### src/nmlp_defs.svh
`ifndef NMLP_DEFS_SVH
`define NMLP_DEFS_SVH

// ----------------------------------------------------------------------------
// Digit latch positions
// ----------------------------------------------------------------------------
`define NMLP_DL_STATIC_HI   7
`define NMLP_DL_PORT_DIR    8
`define NMLP_DL_ANALOG_LO   9
`define NMLP_DL_ANALOG_HI   11
`define NMLP_DL_WAKE_RATE   12
`define NMLP_DL_CURRENT     13
`define NMLP_DL_CHAR_EDGE   14
`define NMLP_DL_IO_BLOCK    15

// ----------------------------------------------------------------------------
// Memory geometry
// ----------------------------------------------------------------------------
`define NMLP_RAM_DEPTH      224
`define NMLP_RAM_AW         8
`define NMLP_DAM_DEPTH      16
`define NMLP_DAM_AW         4
`define NMLP_DAM_BANK_LOW   3'h7
`define NMLP_UPPER_BANK_OFS 4'h7

// ----------------------------------------------------------------------------
// Constant bus source ranges in the opcode map
// ----------------------------------------------------------------------------
`define NMLP_OPC_K_LO       10'h008
`define NMLP_OPC_K_HI       10'h00F
`define NMLP_OPC_TIME_LO    10'h018
`define NMLP_OPC_TIME_HI    10'h01F
`define NMLP_OPC_BITA_LO    10'h020
`define NMLP_OPC_BITA_HI    10'h02F
`define NMLP_OPC_BITB_LO    10'h0A0
`define NMLP_OPC_BITB_HI    10'h0AF
`define NMLP_OPC_CONA_LO    10'h040
`define NMLP_OPC_CONA_HI    10'h07F
`define NMLP_OPC_CONB_LO    10'h0C0
`define NMLP_OPC_CONB_HI    10'h0FF

// ----------------------------------------------------------------------------
// Reset values
// ----------------------------------------------------------------------------
`define NMLP_LATCH_RST      16'h0000
`define NMLP_NIB_RST        4'h0

`endif

### src/nmlp_pkg.sv
package nmlp_pkg;

    typedef enum logic [0:0] {
        ST_IDLE = 1'h0,
        ST_EXEC = 1'h1
    } nmlp_state_t;

    typedef enum logic [4:0] {
        OP_NOP           = 5'h00,
        OP_ALU           = 5'h01,
        OP_LOAD_BANK     = 5'h02,
        OP_TRANSFER_BANK = 5'h03,
        OP_FLIP_BANK_MSB = 5'h04,
        OP_LOAD_WORD     = 5'h05,
        OP_LATCH_SET     = 5'h06,
        OP_LATCH_CLEAR   = 5'h07,
        OP_BANK_MEM_ADD  = 5'h08,
        OP_MEM_TO_ACC    = 5'h09,
        OP_ACC_TO_MEM    = 5'h0A,
        OP_ACC_TO_PORT   = 5'h0B,
        OP_PORT_TO_ACC   = 5'h0C,
        OP_PORT_TO_MEM   = 5'h0D,
        OP_PORT_NZ_TEST  = 5'h0E,
        OP_IO_INPUT      = 5'h0F,
        OP_IO_HIGH       = 5'h10,
        OP_IO_LOW        = 5'h11,
        OP_STATUS_TO_IO  = 5'h12,
        OP_BIT_SET       = 5'h13,
        OP_BIT_CLEAR     = 5'h14,
        OP_BIT_TEST      = 5'h15
    } nmlp_op_t;

    typedef enum logic [1:0] {
        P_WORD = 2'h0,
        P_DAM  = 2'h1,
        P_CKB  = 2'h2,
        P_MEM  = 2'h3
    } nmlp_psel_t;

    typedef enum logic [1:0] {
        N_CKB = 2'h0,
        N_ACC = 2'h1,
        N_MEM = 2'h2
    } nmlp_nsel_t;

    typedef enum logic [1:0] {
        FN_ADD = 2'h0,
        FN_SUB = 2'h1,
        FN_CMP = 2'h2
    } nmlp_fn_t;

    typedef enum logic [1:0] {
        DST_NONE = 2'h0,
        DST_ACC  = 2'h1,
        DST_WORD = 2'h2
    } nmlp_dst_t;

endpackage : nmlp_pkg

### src/nmlp_core.sv
`timescale 1ns/1ps
`include "nmlp_defs.svh"

module nmlp_core #(
    parameter bit K8_DIV_OPT = 1'h0
) (
    input  wire logic                clk,
    input  wire logic                rst,
    input  wire logic                ext_init_n,
    input  wire logic                instr_valid,
    output logic                     instr_ready,
    input  wire nmlp_pkg::nmlp_op_t  instr_op,
    input  wire logic [9:0]          instr_code,
    input  wire nmlp_pkg::nmlp_psel_t alu_p_sel,
    input  wire nmlp_pkg::nmlp_nsel_t alu_n_sel,
    input  wire nmlp_pkg::nmlp_fn_t  alu_fn,
    input  wire nmlp_pkg::nmlp_dst_t alu_dst,
    input  wire logic [3:0]          time_slow,
    input  wire logic [3:0]          time_fast,
    input  wire logic [3:0]          k_in,
    output logic      [3:0]          k_out,
    output logic      [3:0]          k_oe,
    input  wire logic                io_in,
    output logic                     io_out,
    output logic                     io_oe,
    output logic      [7:0]          static_output_pins,
    output logic      [2:0]          analog_sel,
    output logic                     wake_rate_sel,
    output logic                     current_source_on,
    output logic                     char_msb_edge,
    output logic                     io_wake_en,
    output logic      [3:0]          acc,
    output logic      [3:0]          word_ptr,
    output logic      [3:0]          bank_ptr,
    output logic                     status
);
    import nmlp_pkg::*;

    nmlp_state_t st_r, st_nxt;
    nmlp_op_t    op_r, op_nxt;
    nmlp_psel_t  p_r, p_nxt;
    nmlp_nsel_t  n_r, n_nxt;
    nmlp_fn_t    fn_r, fn_nxt;
    nmlp_dst_t   dst_r, dst_nxt;
    logic [9:0]  code_r, code_nxt;
    logic [3:0]  acc_r, acc_nxt, wp_r, wp_nxt, bp_r, bp_nxt, kreg_r, kreg_nxt;
    logic        flag_r, flag_nxt, io_oe_r, io_oe_nxt, io_out_r, io_out_nxt;
    logic [15:0] latch_r, latch_nxt;
    logic        k8_div_r, k8_div_nxt, k8_prev_r;
    logic [5:0]  sync_q;
    logic [3:0]  k_s, kval, constant_bus, ram_q, dam_q, mem_q, p_val, n_val, ram_bank, mem_wd;
    logic        io_s, init_s, exec, dam_sel, mem_we, alu_flag;
    logic [4:0]  alu_sum;

    // ------------------------------------------------------------------------
    // Pin inputs and memory
    // ------------------------------------------------------------------------
    nmlp_sync #(.W(6)) u_sync (
        .clk (clk),
        .rst (rst),
        .d   ({ext_init_n, io_in, k_in}),
        .q   (sync_q)
    );
    assign k_s    = sync_q[3:0];
    assign io_s   = sync_q[4];
    assign init_s = ~sync_q[5];
    assign exec   = (st_r == ST_EXEC);

    // Banks 8-E fold onto RAM rows 7-13, so no row is wasted on 7 or F.
    assign dam_sel  = (bp_r[2:0] == `NMLP_DAM_BANK_LOW);
    assign ram_bank = bp_r[3] ? ({1'h0, bp_r[2:0]} + `NMLP_UPPER_BANK_OFS) : {1'h0, bp_r[2:0]};

    nmlp_mem #(.DEPTH(`NMLP_RAM_DEPTH), .AW(`NMLP_RAM_AW)) u_ram (
        .clk   (clk),
        .rst   (rst),
        .we    (mem_we & ~dam_sel),
        .waddr ({ram_bank, wp_r}),
        .wdata (mem_wd),
        .raddr ({ram_bank, wp_r}),
        .rdata (ram_q)
    );

    nmlp_mem #(.DEPTH(`NMLP_DAM_DEPTH), .AW(`NMLP_DAM_AW)) u_dam (
        .clk   (clk),
        .rst   (rst),
        .we    (mem_we & dam_sel),
        .waddr (wp_r),
        .wdata (mem_wd),
        .raddr (wp_r),
        .rdata (dam_q)
    );
    assign mem_q = dam_sel ? dam_q : ram_q;

    // ------------------------------------------------------------------------
    // Port read path and constant bus
    // ------------------------------------------------------------------------
    assign kval = {(K8_DIV_OPT ? k8_div_r : k_s[3]), k_s[2:0]};

    always_comb begin
        constant_bus = 4'h0;
        if (code_r >= `NMLP_OPC_K_LO && code_r <= `NMLP_OPC_K_HI) begin
            constant_bus = kval;
        end else if (code_r >= `NMLP_OPC_TIME_LO && code_r <= `NMLP_OPC_TIME_HI) begin
            constant_bus = latch_r[`NMLP_DL_WAKE_RATE] ? time_fast : time_slow;
        end else if ((code_r >= `NMLP_OPC_BITA_LO && code_r <= `NMLP_OPC_BITA_HI) ||
                     (code_r >= `NMLP_OPC_BITB_LO && code_r <= `NMLP_OPC_BITB_HI)) begin
            constant_bus = 4'h1 << code_r[1:0];
        end else if ((code_r >= `NMLP_OPC_CONA_LO && code_r <= `NMLP_OPC_CONA_HI) ||
                     (code_r >= `NMLP_OPC_CONB_LO && code_r <= `NMLP_OPC_CONB_HI)) begin
            constant_bus = code_r[3:0];
        end
    end

    // ------------------------------------------------------------------------
    // ALU
    // ------------------------------------------------------------------------
    always_comb begin
        case (p_r)
            P_WORD:  p_val = wp_r;
            P_DAM:   p_val = dam_q;
            P_CKB:   p_val = constant_bus;
            default: p_val = mem_q;
        endcase
        case (n_r)
            N_CKB:   n_val = constant_bus;
            N_ACC:   n_val = acc_r;
            default: n_val = mem_q;
        endcase
        case (fn_r)
            FN_ADD:  alu_sum = {1'h0, p_val} + {1'h0, n_val};
            FN_SUB:  alu_sum = {1'h0, n_val} + {1'h0, ~p_val} + 5'h01;
            default: alu_sum = {1'h0, n_val};
        endcase
        alu_flag = (fn_r == FN_CMP) ? (p_val != n_val) : alu_sum[4];
    end

    // ------------------------------------------------------------------------
    // Memory write data
    // ------------------------------------------------------------------------
    always_comb begin
        mem_we = 1'h0;
        mem_wd = acc_r;
        if (exec) begin
            case (op_r)
                OP_ACC_TO_MEM: mem_we = 1'h1;
                OP_PORT_TO_MEM: begin
                    mem_we = 1'h1;
                    mem_wd = kval;
                end
                OP_BIT_SET: begin
                    mem_we = 1'h1;
                    mem_wd = mem_q | constant_bus;
                end
                OP_BIT_CLEAR: begin
                    mem_we = 1'h1;
                    mem_wd = mem_q & ~constant_bus;
                end
                default: mem_we = 1'h0;
            endcase
        end
    end

    // ------------------------------------------------------------------------
    // Sequencer and processor registers
    // ------------------------------------------------------------------------
    // Memory reads are registered, so each instruction takes an idle cycle
    // to address the word and an execute cycle to use it.
    always_comb begin
        st_nxt     = st_r;
        op_nxt     = op_r;
        p_nxt      = p_r;
        n_nxt      = n_r;
        fn_nxt     = fn_r;
        dst_nxt    = dst_r;
        code_nxt   = code_r;
        acc_nxt    = acc_r;
        wp_nxt     = wp_r;
        bp_nxt     = bp_r;
        kreg_nxt   = kreg_r;
        flag_nxt   = flag_r;
        io_oe_nxt  = io_oe_r;
        io_out_nxt = io_out_r;
        if (!exec) begin
            if (instr_valid) begin
                st_nxt   = ST_EXEC;
                op_nxt   = instr_op;
                p_nxt    = alu_p_sel;
                n_nxt    = alu_n_sel;
                fn_nxt   = alu_fn;
                dst_nxt  = alu_dst;
                code_nxt = instr_code;
            end
        end else begin
            st_nxt = ST_IDLE;
            case (op_r)
                OP_ALU: begin
                    flag_nxt = alu_flag;
                    if (dst_r == DST_ACC) begin
                        acc_nxt = alu_sum[3:0];
                    end else if (dst_r == DST_WORD) begin
                        wp_nxt = alu_sum[3:0];
                    end
                end
                OP_LOAD_BANK:     bp_nxt = constant_bus;
                OP_TRANSFER_BANK: bp_nxt = acc_r;
                OP_FLIP_BANK_MSB: bp_nxt = {~bp_r[3], bp_r[2:0]};
                OP_LOAD_WORD:     wp_nxt = constant_bus;
                OP_BANK_MEM_ADD:  {flag_nxt, acc_nxt} = {1'h0, dam_q} + {1'h0, mem_q};
                OP_MEM_TO_ACC:    acc_nxt = mem_q;
                OP_ACC_TO_PORT:   kreg_nxt = acc_r;
                OP_PORT_TO_ACC:   acc_nxt = kval;
                OP_PORT_NZ_TEST:  flag_nxt = |kval;
                OP_IO_INPUT:      io_oe_nxt = 1'h0;
                OP_IO_HIGH: begin
                    io_oe_nxt  = 1'h1;
                    io_out_nxt = 1'h1;
                end
                OP_IO_LOW: begin
                    io_oe_nxt  = 1'h1;
                    io_out_nxt = 1'h0;
                end
                OP_STATUS_TO_IO: begin
                    io_oe_nxt  = 1'h1;
                    io_out_nxt = flag_r;
                end
                OP_BIT_TEST:      flag_nxt = |(mem_q & constant_bus);
                default:          flag_nxt = flag_r;
            endcase
        end
        if (init_s) begin
            io_oe_nxt = 1'h0;
        end
    end

    always_ff @(posedge clk or posedge rst) begin
        if (rst) begin
            st_r     <= ST_IDLE;
            op_r     <= OP_NOP;
            p_r      <= P_WORD;
            n_r      <= N_CKB;
            fn_r     <= FN_ADD;
            dst_r    <= DST_NONE;
            code_r   <= 10'h000;
            acc_r    <= `NMLP_NIB_RST;
            wp_r     <= `NMLP_NIB_RST;
            bp_r     <= `NMLP_NIB_RST;
            kreg_r   <= `NMLP_NIB_RST;
            flag_r   <= 1'h0;
            io_oe_r  <= 1'h0;
            io_out_r <= 1'h0;
        end else begin
            st_r     <= st_nxt;
            op_r     <= op_nxt;
            p_r      <= p_nxt;
            n_r      <= n_nxt;
            fn_r     <= fn_nxt;
            dst_r    <= dst_nxt;
            code_r   <= code_nxt;
            acc_r    <= acc_nxt;
            wp_r     <= wp_nxt;
            bp_r     <= bp_nxt;
            kreg_r   <= kreg_nxt;
            flag_r   <= flag_nxt;
            io_oe_r  <= io_oe_nxt;
            io_out_r <= io_out_nxt;
        end
    end

    // ------------------------------------------------------------------------
    // Digit latches and top-line divider
    // ------------------------------------------------------------------------
    // Only instructions, init and reset touch the latches; while no instruction
    // executes and init is released, the latches keep their values.
    for (genvar gi = 0; gi < 16; gi++) begin : g_latch
        assign latch_nxt[gi] = init_s ? 1'h0 :
            (exec && wp_r == 4'(gi) && op_r == OP_LATCH_SET)   ? 1'h1 :
            (exec && wp_r == 4'(gi) && op_r == OP_LATCH_CLEAR) ? 1'h0 :
            latch_r[gi];
    end

    assign k8_div_nxt = init_s ? 1'h0 : (k_s[3] & ~k8_prev_r) ? ~k8_div_r : k8_div_r;

    always_ff @(posedge clk or posedge rst) begin
        if (rst) begin
            latch_r   <= `NMLP_LATCH_RST;
            k8_div_r  <= 1'h0;
            k8_prev_r <= 1'h0;
        end else begin
            latch_r   <= latch_nxt;
            k8_div_r  <= k8_div_nxt;
            k8_prev_r <= k_s[3];
        end
    end

    // ------------------------------------------------------------------------
    // Outputs
    // ------------------------------------------------------------------------
    assign instr_ready        = (st_r == ST_IDLE);
    assign static_output_pins = latch_r[`NMLP_DL_STATIC_HI:0];
    assign k_oe               = {4{latch_r[`NMLP_DL_PORT_DIR]}};
    assign k_out              = kreg_r;
    assign analog_sel         = latch_r[`NMLP_DL_ANALOG_HI:`NMLP_DL_ANALOG_LO];
    assign wake_rate_sel      = latch_r[`NMLP_DL_WAKE_RATE];
    assign current_source_on  = latch_r[`NMLP_DL_CURRENT];
    assign char_msb_edge      = latch_r[`NMLP_DL_CHAR_EDGE];
    assign io_wake_en         = ~latch_r[`NMLP_DL_IO_BLOCK];
    assign io_out             = io_out_r;
    assign io_oe              = io_oe_r;
    assign acc                = acc_r;
    assign word_ptr           = wp_r;
    assign bank_ptr           = bp_r;
    assign status             = flag_r;

    // ------------------------------------------------------------------------
    // Checks
    // ------------------------------------------------------------------------
    latch_set_a: assert property (@(posedge clk) disable iff (rst)
        exec && op_r == OP_LATCH_SET && !init_s |=> latch_r[$past(wp_r)])
        else $error("latch set did not take effect");
    init_clear_a: assert property (@(posedge clk) disable iff (rst)
        init_s |=> latch_r == 16'h0000 && !io_oe)
        else $error("init did not clear latches");
    latch_hold_a: assert property (@(posedge clk) disable iff (rst)
        !exec && !init_s |=> $stable(latch_r))
        else $error("latches changed without instruction");
    port_drive_a: assert property (@(posedge clk) disable iff (rst)
        exec && op_r == OP_ACC_TO_PORT |=> k_out == $past(acc_r) ##1 k_out == $past(acc_r, 2))
        else $error("port register not loaded from accumulator");
    dam_guard_a: assert property (@(posedge clk) disable iff (rst)
        mem_we && !(bp_r == 4'h7 || bp_r == 4'hF) |-> u_dam.we == 1'h0)
        else $error("shared bank written outside banks 7 and F");
    dam_double_a: assert property (@(posedge clk) disable iff (rst)
        exec && op_r == OP_BANK_MEM_ADD && dam_sel |=> acc_r == 4'($past(dam_q) << 1))
        else $error("bank plus memory did not double");
    io_input_a: assert property (@(posedge clk) disable iff (rst)
        exec && op_r == OP_IO_INPUT |=> !io_oe)
        else $error("I/O pin not returned to input");
    io_drive_a: assert property (@(posedge clk) disable iff (rst)
        exec && op_r == OP_STATUS_TO_IO && !init_s |=> io_oe && io_out == $past(flag_r))
        else $error("I/O pin not driving status");
    ckb_port_a: assert property (@(posedge clk) disable iff (rst)
        exec && code_r >= 10'h008 && code_r <= 10'h00F |-> constant_bus == kval)
        else $error("constant bus not carrying port lines");
    instr_cycle_a: assert property (@(posedge clk) disable iff (rst)
        instr_valid && instr_ready |=> !instr_ready ##1 instr_ready)
        else $error("instruction did not take two cycles");

endmodule : nmlp_core

### src/nmlp_mem.sv
`timescale 1ns/1ps

module nmlp_mem #(
    parameter int DEPTH = 16,
    parameter int AW    = 4
) (
    input  wire logic          clk,
    input  wire logic          rst,
    input  wire logic          we,
    input  wire logic [AW-1:0] waddr,
    input  wire logic [3:0]    wdata,
    input  wire logic [AW-1:0] raddr,
    output logic      [3:0]    rdata
);

    logic [3:0] mem_r [DEPTH];

    // ------------------------------------------------------------------------
    // Contents are never cleared: they survive reset like the real cells.
    // ------------------------------------------------------------------------
    always_ff @(posedge clk) begin
        if (we) begin
            mem_r[waddr] <= wdata;
        end
    end

    always_ff @(posedge clk or posedge rst) begin
        if (rst) begin
            rdata <= 4'h0;
        end else begin
            rdata <= mem_r[raddr];
        end
    end

endmodule : nmlp_mem

### src/nmlp_sync.sv
`timescale 1ns/1ps

module nmlp_sync #(
    parameter int W = 6
) (
    input  wire logic         clk,
    input  wire logic         rst,
    input  wire logic [W-1:0] d,
    output logic      [W-1:0] q
);

    logic [W-1:0] meta_r;

    // ------------------------------------------------------------------------
    // Two-stage synchroniser; only the second stage leaves this module.
    // ------------------------------------------------------------------------
    always_ff @(posedge clk or posedge rst) begin
        if (rst) begin
            meta_r <= '0;
            q      <= '0;
        end else begin
            meta_r <= d;
            q      <= meta_r;
        end
    end

endmodule : nmlp_sync
### config.mk
export PLATFORM = sky130hd
export DESIGN_NAME = nmlp_core
export DESIGN_NICKNAME = d
export VERILOG_FILES = /design/src/nmlp_pkg.sv /design/src/nmlp_core.sv /design/src/nmlp_mem.sv /design/src/nmlp_sync.sv
export VERILOG_INCLUDE_DIRS = /design/src /design/src/src
export SDC_FILE = /design/constraint.sdc
export NUM_CORES = 1
export LEC_CHECK = 0
export BUFFER_PORTS_ARGS = -buffer_cell sky130_fd_sc_hd__buf_2
export CAP_MARGIN = 20
export CORE_UTILIZATION = 40
export DETAILED_ROUTE_END_ITERATION = 8
export GPL_ROUTABILITY_DRIVEN = 1
export GPL_TIMING_DRIVEN = 0
export PLACE_DENSITY = 0.62
export SETUP_SLACK_MARGIN = 0.3
export SLEW_MARGIN = 5
export SYNTH_ARGS = -nofsm -noshare
export SYNTH_HDL_FRONTEND = slang
export SYNTH_HIERARCHICAL = 1
export SYNTH_SLANG_ARGS = --single-unit
export TNS_END_PERCENT = 100
### constraint.sdc
create_clock -name clk -period 27.4 [get_ports clk]
set_input_delay 5.48 -clock clk [delete_from_list [all_inputs] [get_ports clk]]
set_output_delay 5.48 -clock clk [all_outputs]
set_load 0.02 [all_outputs]
==> results of run 1 <==
## per-stage QoR
stage / setup TNS [ns] / utilization, % / std cells / hold WS [ns] / power, W
2_1_floorplan: 0 / - / 2403 / 0.331 / 0.00336
3_3_place_gp: -1057.31 / 42.6 / 3871 / 0.335 / 0.00416
5_1_grt: 0 / 46.8 / 4136 / 0.358 / 0.00561
4_1_cts: 0 / 46.8 / 4132 / 0.356 / 0.00543
6_report: 0 / 46.8 / 4136 / 0.354 / 0.00542
3_5_place_dp: 0 / 43.5 / 3941 / 0.343 / 0.00400
## metal layers
layer / up-vias / GRT usage [%]
met5: - / 0
met4: 0 / 7.84
met3: 226 / 3.44
met2: 1232 / 32.8
met1: 12400 / 28.4
li1: 10100 / -
## path summary, 6_finish.rpt
kind / from / end / cells after the start
worst max-delay path: time_fast[0] / u_ram/mem_r[17][0] / 16
worst min-delay path: u_sync/meta_r[5] / u_sync/q[5] / 0
worst max register to register: bank_ptr[0] / u_ram/rdata[3] / 9
worst min register to register: u_sync/meta_r[5] / u_sync/q[5] / 0
max in group asynchronous: rst / latch_r[5] / 3
min in group asynchronous: rst / u_ram/rdata[0] / 2
## worst max-delay path, stage by stage
cell and delay (ns):
buf_2 0.10, mux2_1 0.30, mux2i_1 0.24, o21ai_2 0.19, nor2_1 0.16, a21oi_1 0.07, a222oi_1 0.44, buf_2 0.30
buf_2 0.21, buf_2 0.23, buf_2 0.25, buf_2 0.25, buf_2 0.22, buf_2 0.22, buf_4 0.19, buf_2 0.20
## power by group through the flow
stage / clock [W] / sequential, W / combinational [W]
finish: 0.00143 / 0.00203 / 0.00196
global route: 0.00151 / 0.00204 / 0.00206
CTS: 0.00145 / 0.00203 / 0.00194
detailed placement: 0 / 0.00207 / 0.00194
global placement: 0 / 0.00239 / 0.00176
floorplan: 0 / 0.00222 / 0.00114
## flip-flops by register name, indices dropped and copies added (netlist names), 5 cells and up
register	count
u_ram/mem_r	896
u_dam/mem_r	64
latch_r	16
code_r	10
op_r	5
u_sync/meta_r	5
u_sync/q	5
## final cells by class
class                   count  area [µm²]  area share [%]
diodes                      1        2.50         0.00505
clock buffers             128        2780            5.61
plain buffers             150         942            1.90
repair buffers            150        1330            2.68
inverters                  27         101           0.205
multi-input cells        1189       11200            22.7
well taps                1391        1740            3.51
flip-flops and latches   1037       30800            62.1
clock inverters            63         652            1.32
## cells in the final DEF, fill, tap and decap left out, types with 9 or more instances in the layout
| master | instances |
|---|---|
| o22ai_1 | 13 |
| nor2b_1 | 30 |
| a21boi_1 | 9 |
| a22o_1 | 10 |
| mux2_2 | 31 |
| mux2i_1 | 82 |
| inv_1 | 21 |
| edfxtp_1 | 960 |
| buf_8 | 18 |
| clkinv_1 | 21 |
| clkbuf_16 | 107 |
| buf_16 | 11 |
| nor3_1 | 22 |
| a21oi_1 | 40 |
| ha_1 | 14 |
| o221ai_1 | 13 |
| clkinv_2 | 19 |
| a22oi_1 | 57 |
| dfrtp_1 | 77 |
| clkbuf_1 | 79 |
| nor2_1 | 287 |
| mux4_1 | 22 |
| o21ai_0 | 38 |
| buf_2 | 140 |
| a211oi_1 | 12 |
| buf_4 | 31 |
| mux4_2 | 206 |
| nand4_1 | 11 |
| nand2b_1 | 17 |
| nand3_1 | 41 |
| nor4_1 | 15 |
| buf_12 | 20 |
| nand2_1 | 80 |
| bufinv_16 | 13 |
==> impl_metrics.py, run 1 <==
metrics = {
    "run_status": {
        "status": "completed",
    },
    "sta": {
        "fin_crit_ns": 8.57,
        "slew_viol_final": 0,
        "worst_slack_ns": 18.83,
        "fmax_ghz": 0.117,
        "finClkSkew_ns": 0.0327,
        "hold_viol": 0,
        "post-route-period-util_pct": 31.3,
        "rsz0062_at_grt": "false",
        "setup_viol_count_final": 0,
        "worst-slew-pin-transition_ns": 1.25,
        "slew_headroom_pct": 15.7,
    },
    "detailed_routing": {
        "top_layer": "met4",
        "finalWirelength_um": 111000,
        "wl_per_cell_um": 26.9,
        "drt_iter0_drc": 3066,
        "met3_length_um": 9910,
        "met2_length_um": 52800,
        "num_vias": 24000,
        "viasPerCell": 5.81,
        "antenna_left": 0,
        "drc": 0,
        "first_pass_iters": 9,
        "wl_met1_um": 44700,
    },
    "floorplanning": {
        "die_h_um": 330,
        "core_area_mm2": 0.106,
        "initial_core_util_pct": 40.6,
        "die_area_mm2": 0.109,
        "fp.dieW_um": 330,
        "num_rows": 119,
        "io-pin-count": 79,
    },
    "worst_setup_path": {
        "cp.required_ns": 27.91,
        "path_max_fanout": 9,
        "endpoint_kind": "flip-flop",
        "crit_path_start_kind": "input pin",
        "r2r_slack_ns": 22.39,
        "arrival_ns": 9.08,
        "path_class": "input pin to flip-flop",
    },
    "finish": {
        "design_area_mm2": 0.0495,
        "finalNetCount": 2715,
        "syn2layout_area_growth_pct": 15.2,
        "drive_above_1_share_pct": 24.1,
        "num-fill-cells": 8844,
    },
    "cts": {
        "clkLatencyLatePin_ns": 0.69,
        "htree_levels": 3,
        "cts_root_buf": "clkbuf_16",
        "post_cts.repair.setup_buffers": 0,
        "cts_sinks": 1037,
        "clkTransAtPathRegs_ns": 0.06,
        "clockBufferDepth": 3,
        "cts_hold_buf": 0,
        "cts_buffers": 103,
        "tritoncts": "yes",
        "post_cts_resized": 0,
    },
    "power": {
        "p_switching_w": 0.00187,
        "clkPwrFrac_pct": 26.3,
        "vdd_drop_max_v": 0.0000590,
        "comb_power_share_pct": 36.2,
        "switching_share_pct": 34.6,
        "powerDensity_mw_per_mm2": 110,
        "internal_power_w": 0.00355,
        "p_leak_nw": 16.3,
        "p_seq_share_pct": 37.5,
    },
    "global_route": {
        "track_usage_pct": 20.6,
        "grt.overflow.total": 0,
        "grt_pass1_wl_um": 162000,
        "grt_max_degree": 44,
        "first_global_vias": 24200,
        "antenna_found_initial": 2,
    },
    "worst_hold_path": {
        "hold_class": "flip-flop to flip-flop",
    },
    "job": {
        "drv_cap": 0,
    },
    "placement": {
        "pre_cts_ws_ns": 18.18,
        "placed_cell_area_mm2": 0.0461,
        "dp_hpwl_um": 79400,
        "place.gp.congestion": 0.939,
        "port_buffers": 77,
    },
    "yosys": {
        "syn_avg_cell_area_um2": 17.9,
        "ys.warnings.count": 6,
        "syn_nets": 2460,
        "synth_area_mm2": 0.0430,
        "synth_cells": 2403,
    },
}
Power figures use the tool's default switching activity.
==> run 2: changes to the inputs <==
- clock period: 27.4 -> 8.8 ns (I/O delays scaled with it)
==> run 2 against run 1 <==
Against the previous run:
- flip-flop and latch count unchanged
- setup slack got worse by 15 ns
- via count about the same
- combinational power increased to 3.1 times the previous value
- routed wire length increased by 0.40%
- clock-buffer cell count decreased by 1
- critical endpoint is now u_ram/rdata[2]
==> impl_metrics.py, run 2 (same netlist as run 1, synthesis figures left out) <==
metrics = {
    "cts": {
        "post_cts_resized": 0,
        "tritoncts": "yes",
        "clockBufferDepth": 3,
        "htree_levels": 3,
        "cts_buffers": 107,
        "clkTransAtPathRegs_ns": 0.06,
        "post_cts.repair.setup_buffers": 0,
        "cts_sinks": 1037,
        "cts_hold_buf": 0,
        "clkLatencyLatePin_ns": 0.69,
        "cts_root_buf": "clkbuf_16",
    },
    "worst_setup_path": {
        "path_class": "flip-flop to flip-flop",
        "cpMaxStageDelayCell": "nor4_1",
        "arrival_ns": 5.51,
        "cp.required_ns": 9.28,
        "path_max_fanout": 10,
        "crit_path_start_kind": "flip-flop",
        "endpoint_kind": "flip-flop",
        "path_cells": "clkbuf_1, xor2_1, buf_2, clkbuf_1, clkbuf_1, a21oi_1, nor4_1, nor4_1, nor4_1",
        "slowest_delay_ns": 0.96,
    },
    "sta": {
        "slew_viol_final": 0,
        "setup_viol_count_final": 0,
        "fin_hold_ws_ns": 0.346,
        "fin_crit_ns": 5.03,
        "rsz0062_at_grt": "false",
        "worst_slack_ns": 3.77,
        "post-route-period-util_pct": 57.2,
        "finClkSkew_ns": 0.0348,
        "slew_headroom_pct": 15.2,
        "fmax_ghz": 0.199,
        "worst-slew-pin-transition_ns": 1.27,
        "hold_viol": 0,
    },
    "global_route": {
        "antenna_found_initial": 4,
        "grt_pass1_wl_um": 164000,
        "grt_max_degree": 45,
        "track_usage_pct": 20.7,
        "first_global_vias": 24400,
        "grt.overflow.total": 0,
    },
    "detailed_routing": {
        "num_vias": 24000,
        "finalWirelength_um": 112000,
        "first_pass_iters": 9,
        "viasPerCell": 5.80,
        "drc": 0,
        "drt_iter0_drc": 2614,
        "wl_per_cell_um": 27.0,
        "antenna_left": 0,
    },
    "power": {
        "powerDensity_mw_per_mm2": 344,
        "finalPower_w": 0.0170,
        "p_leak_nw": 16.3,
        "vdd_drop_max_v": 0.000182,
    },
    "worst_hold_path": {
        "hold_class": "flip-flop to flip-flop",
    },
    "floorplanning": {
        "io-pin-count": 79,
        "core_area_mm2": 0.106,
        "die_area_mm2": 0.109,
        "die_h_um": 330,
        "initial_core_util_pct": 40.6,
        "fp.dieW_um": 330,
        "num_rows": 119,
    },
    "placement": {
        "dp_hpwl_um": 79400,
        "place.gp.congestion": 0.940,
        "pre_cts_ws_ns": 3.57,
        "dp_cells": 3935,
        "port_buffers": 77,
        "placed_cell_area_mm2": 0.0459,
    },
    "finish": {
        "drive_above_1_share_pct": 24.2,
        "syn2layout_area_growth_pct": 15.4,
        "finalNonFillerCells": 4141,
        "design_area_mm2": 0.0496,
        "layout_common_cells": "960 x edfxtp_1, 287 x nor2_1, 206 x mux4_2",
        "largest_reg_flops": 896,
        "regMostFlops": "u_ram/mem_r",
        "top_regs": "u_ram/mem_r x896, u_dam/mem_r x64, latch_r x16",
        "num-fill-cells": 8737,
        "final_common_cell": "edfxtp_1",
        "finalNetCount": 2713,
    },
    "run_status": {
        "status": "completed",
    },
    "job": {
        "drv_cap": 0,
    },
}
[run 2: changes by cell type in the layout (fill, tap and decap cells not counted), moves of 3 or more]
cell,previous run,this run
buf_16,11,5
clkinv_4,0,6
clkbuf_16,107,110
bufinv_16,13,16
buf_12,20,23
buf_8,18,14
[run 2: per-layer routing]
layer	vias up	GRT usage (%)	wire length, µm
met5	-	0	30
met4	2	7.31	3920
met3	231	3.60	9020
met2	1174	33.8	54000
met1	12500	27.9	44900
li1	10200	-	-
[run 2: layout make-up]
cell class                 count  area [µm²]  share of cell area (%)
buffer                       150         940                    1.90
sequential                  1037       30800                    62.0
clock inverter                73         828                    1.67
tap                         1391        1740                    3.51
timing repair buffer         144        1170                    2.37
clock buffer                 127        2820                    5.68
antenna                        3        7.51                  0.0151
multi-input combinational   1189       11200                    22.6
inverter                      27         101                   0.204
[run 2: critical path: cells and delay by family (launching register included)]
kind	cells	cell delay, ns
buffers and inverters	4	1.83
and+or+nand+nor	3	1.51
xor gates and xnor gates	1	0.92
DFF	1	0.39
AOI/OAI and AO/OA	1	0.17
[run 2: final timing paths]
check                                  from  slack [ns]  cells past startpoint        endpoint
setup / recovery                bank_ptr[3]        3.77                      9  u_ram/rdata[2]
hold / removal             u_sync/meta_r[5]        0.35                      0     u_sync/q[5]
setup reg to reg                bank_ptr[3]        3.77                      9  u_ram/rdata[2]
hold reg to reg            u_sync/meta_r[5]        0.35                      0     u_sync/q[5]
max in group asynchronous               rst        6.91                      3       code_r[3]
min in group asynchronous               rst        0.99                      2  u_ram/rdata[1]
[run 2: stage by stage]
stage	TNS, ns	utilization, %
2_1_floorplan	-1400.17	-
3_3_place_gp	-5764.30	42.6
3_5_place_dp	0	43.4
4_1_cts	0	46.8
5_1_grt	0	46.8
6_report	0	46.8
[run 2: where the power goes]
group / switching, W / internal, W / leakage [nW] / total [W]
logic: 0.00382 / 0.00223 / 4.95 / 0.00605
registers: 0.000162 / 0.00617 / 9.58 / 0.00633
clock network: 0.00190 / 0.00276 / 1.77 / 0.00466
total: 0.00589 / 0.0112 / 16.3 / 0.0170
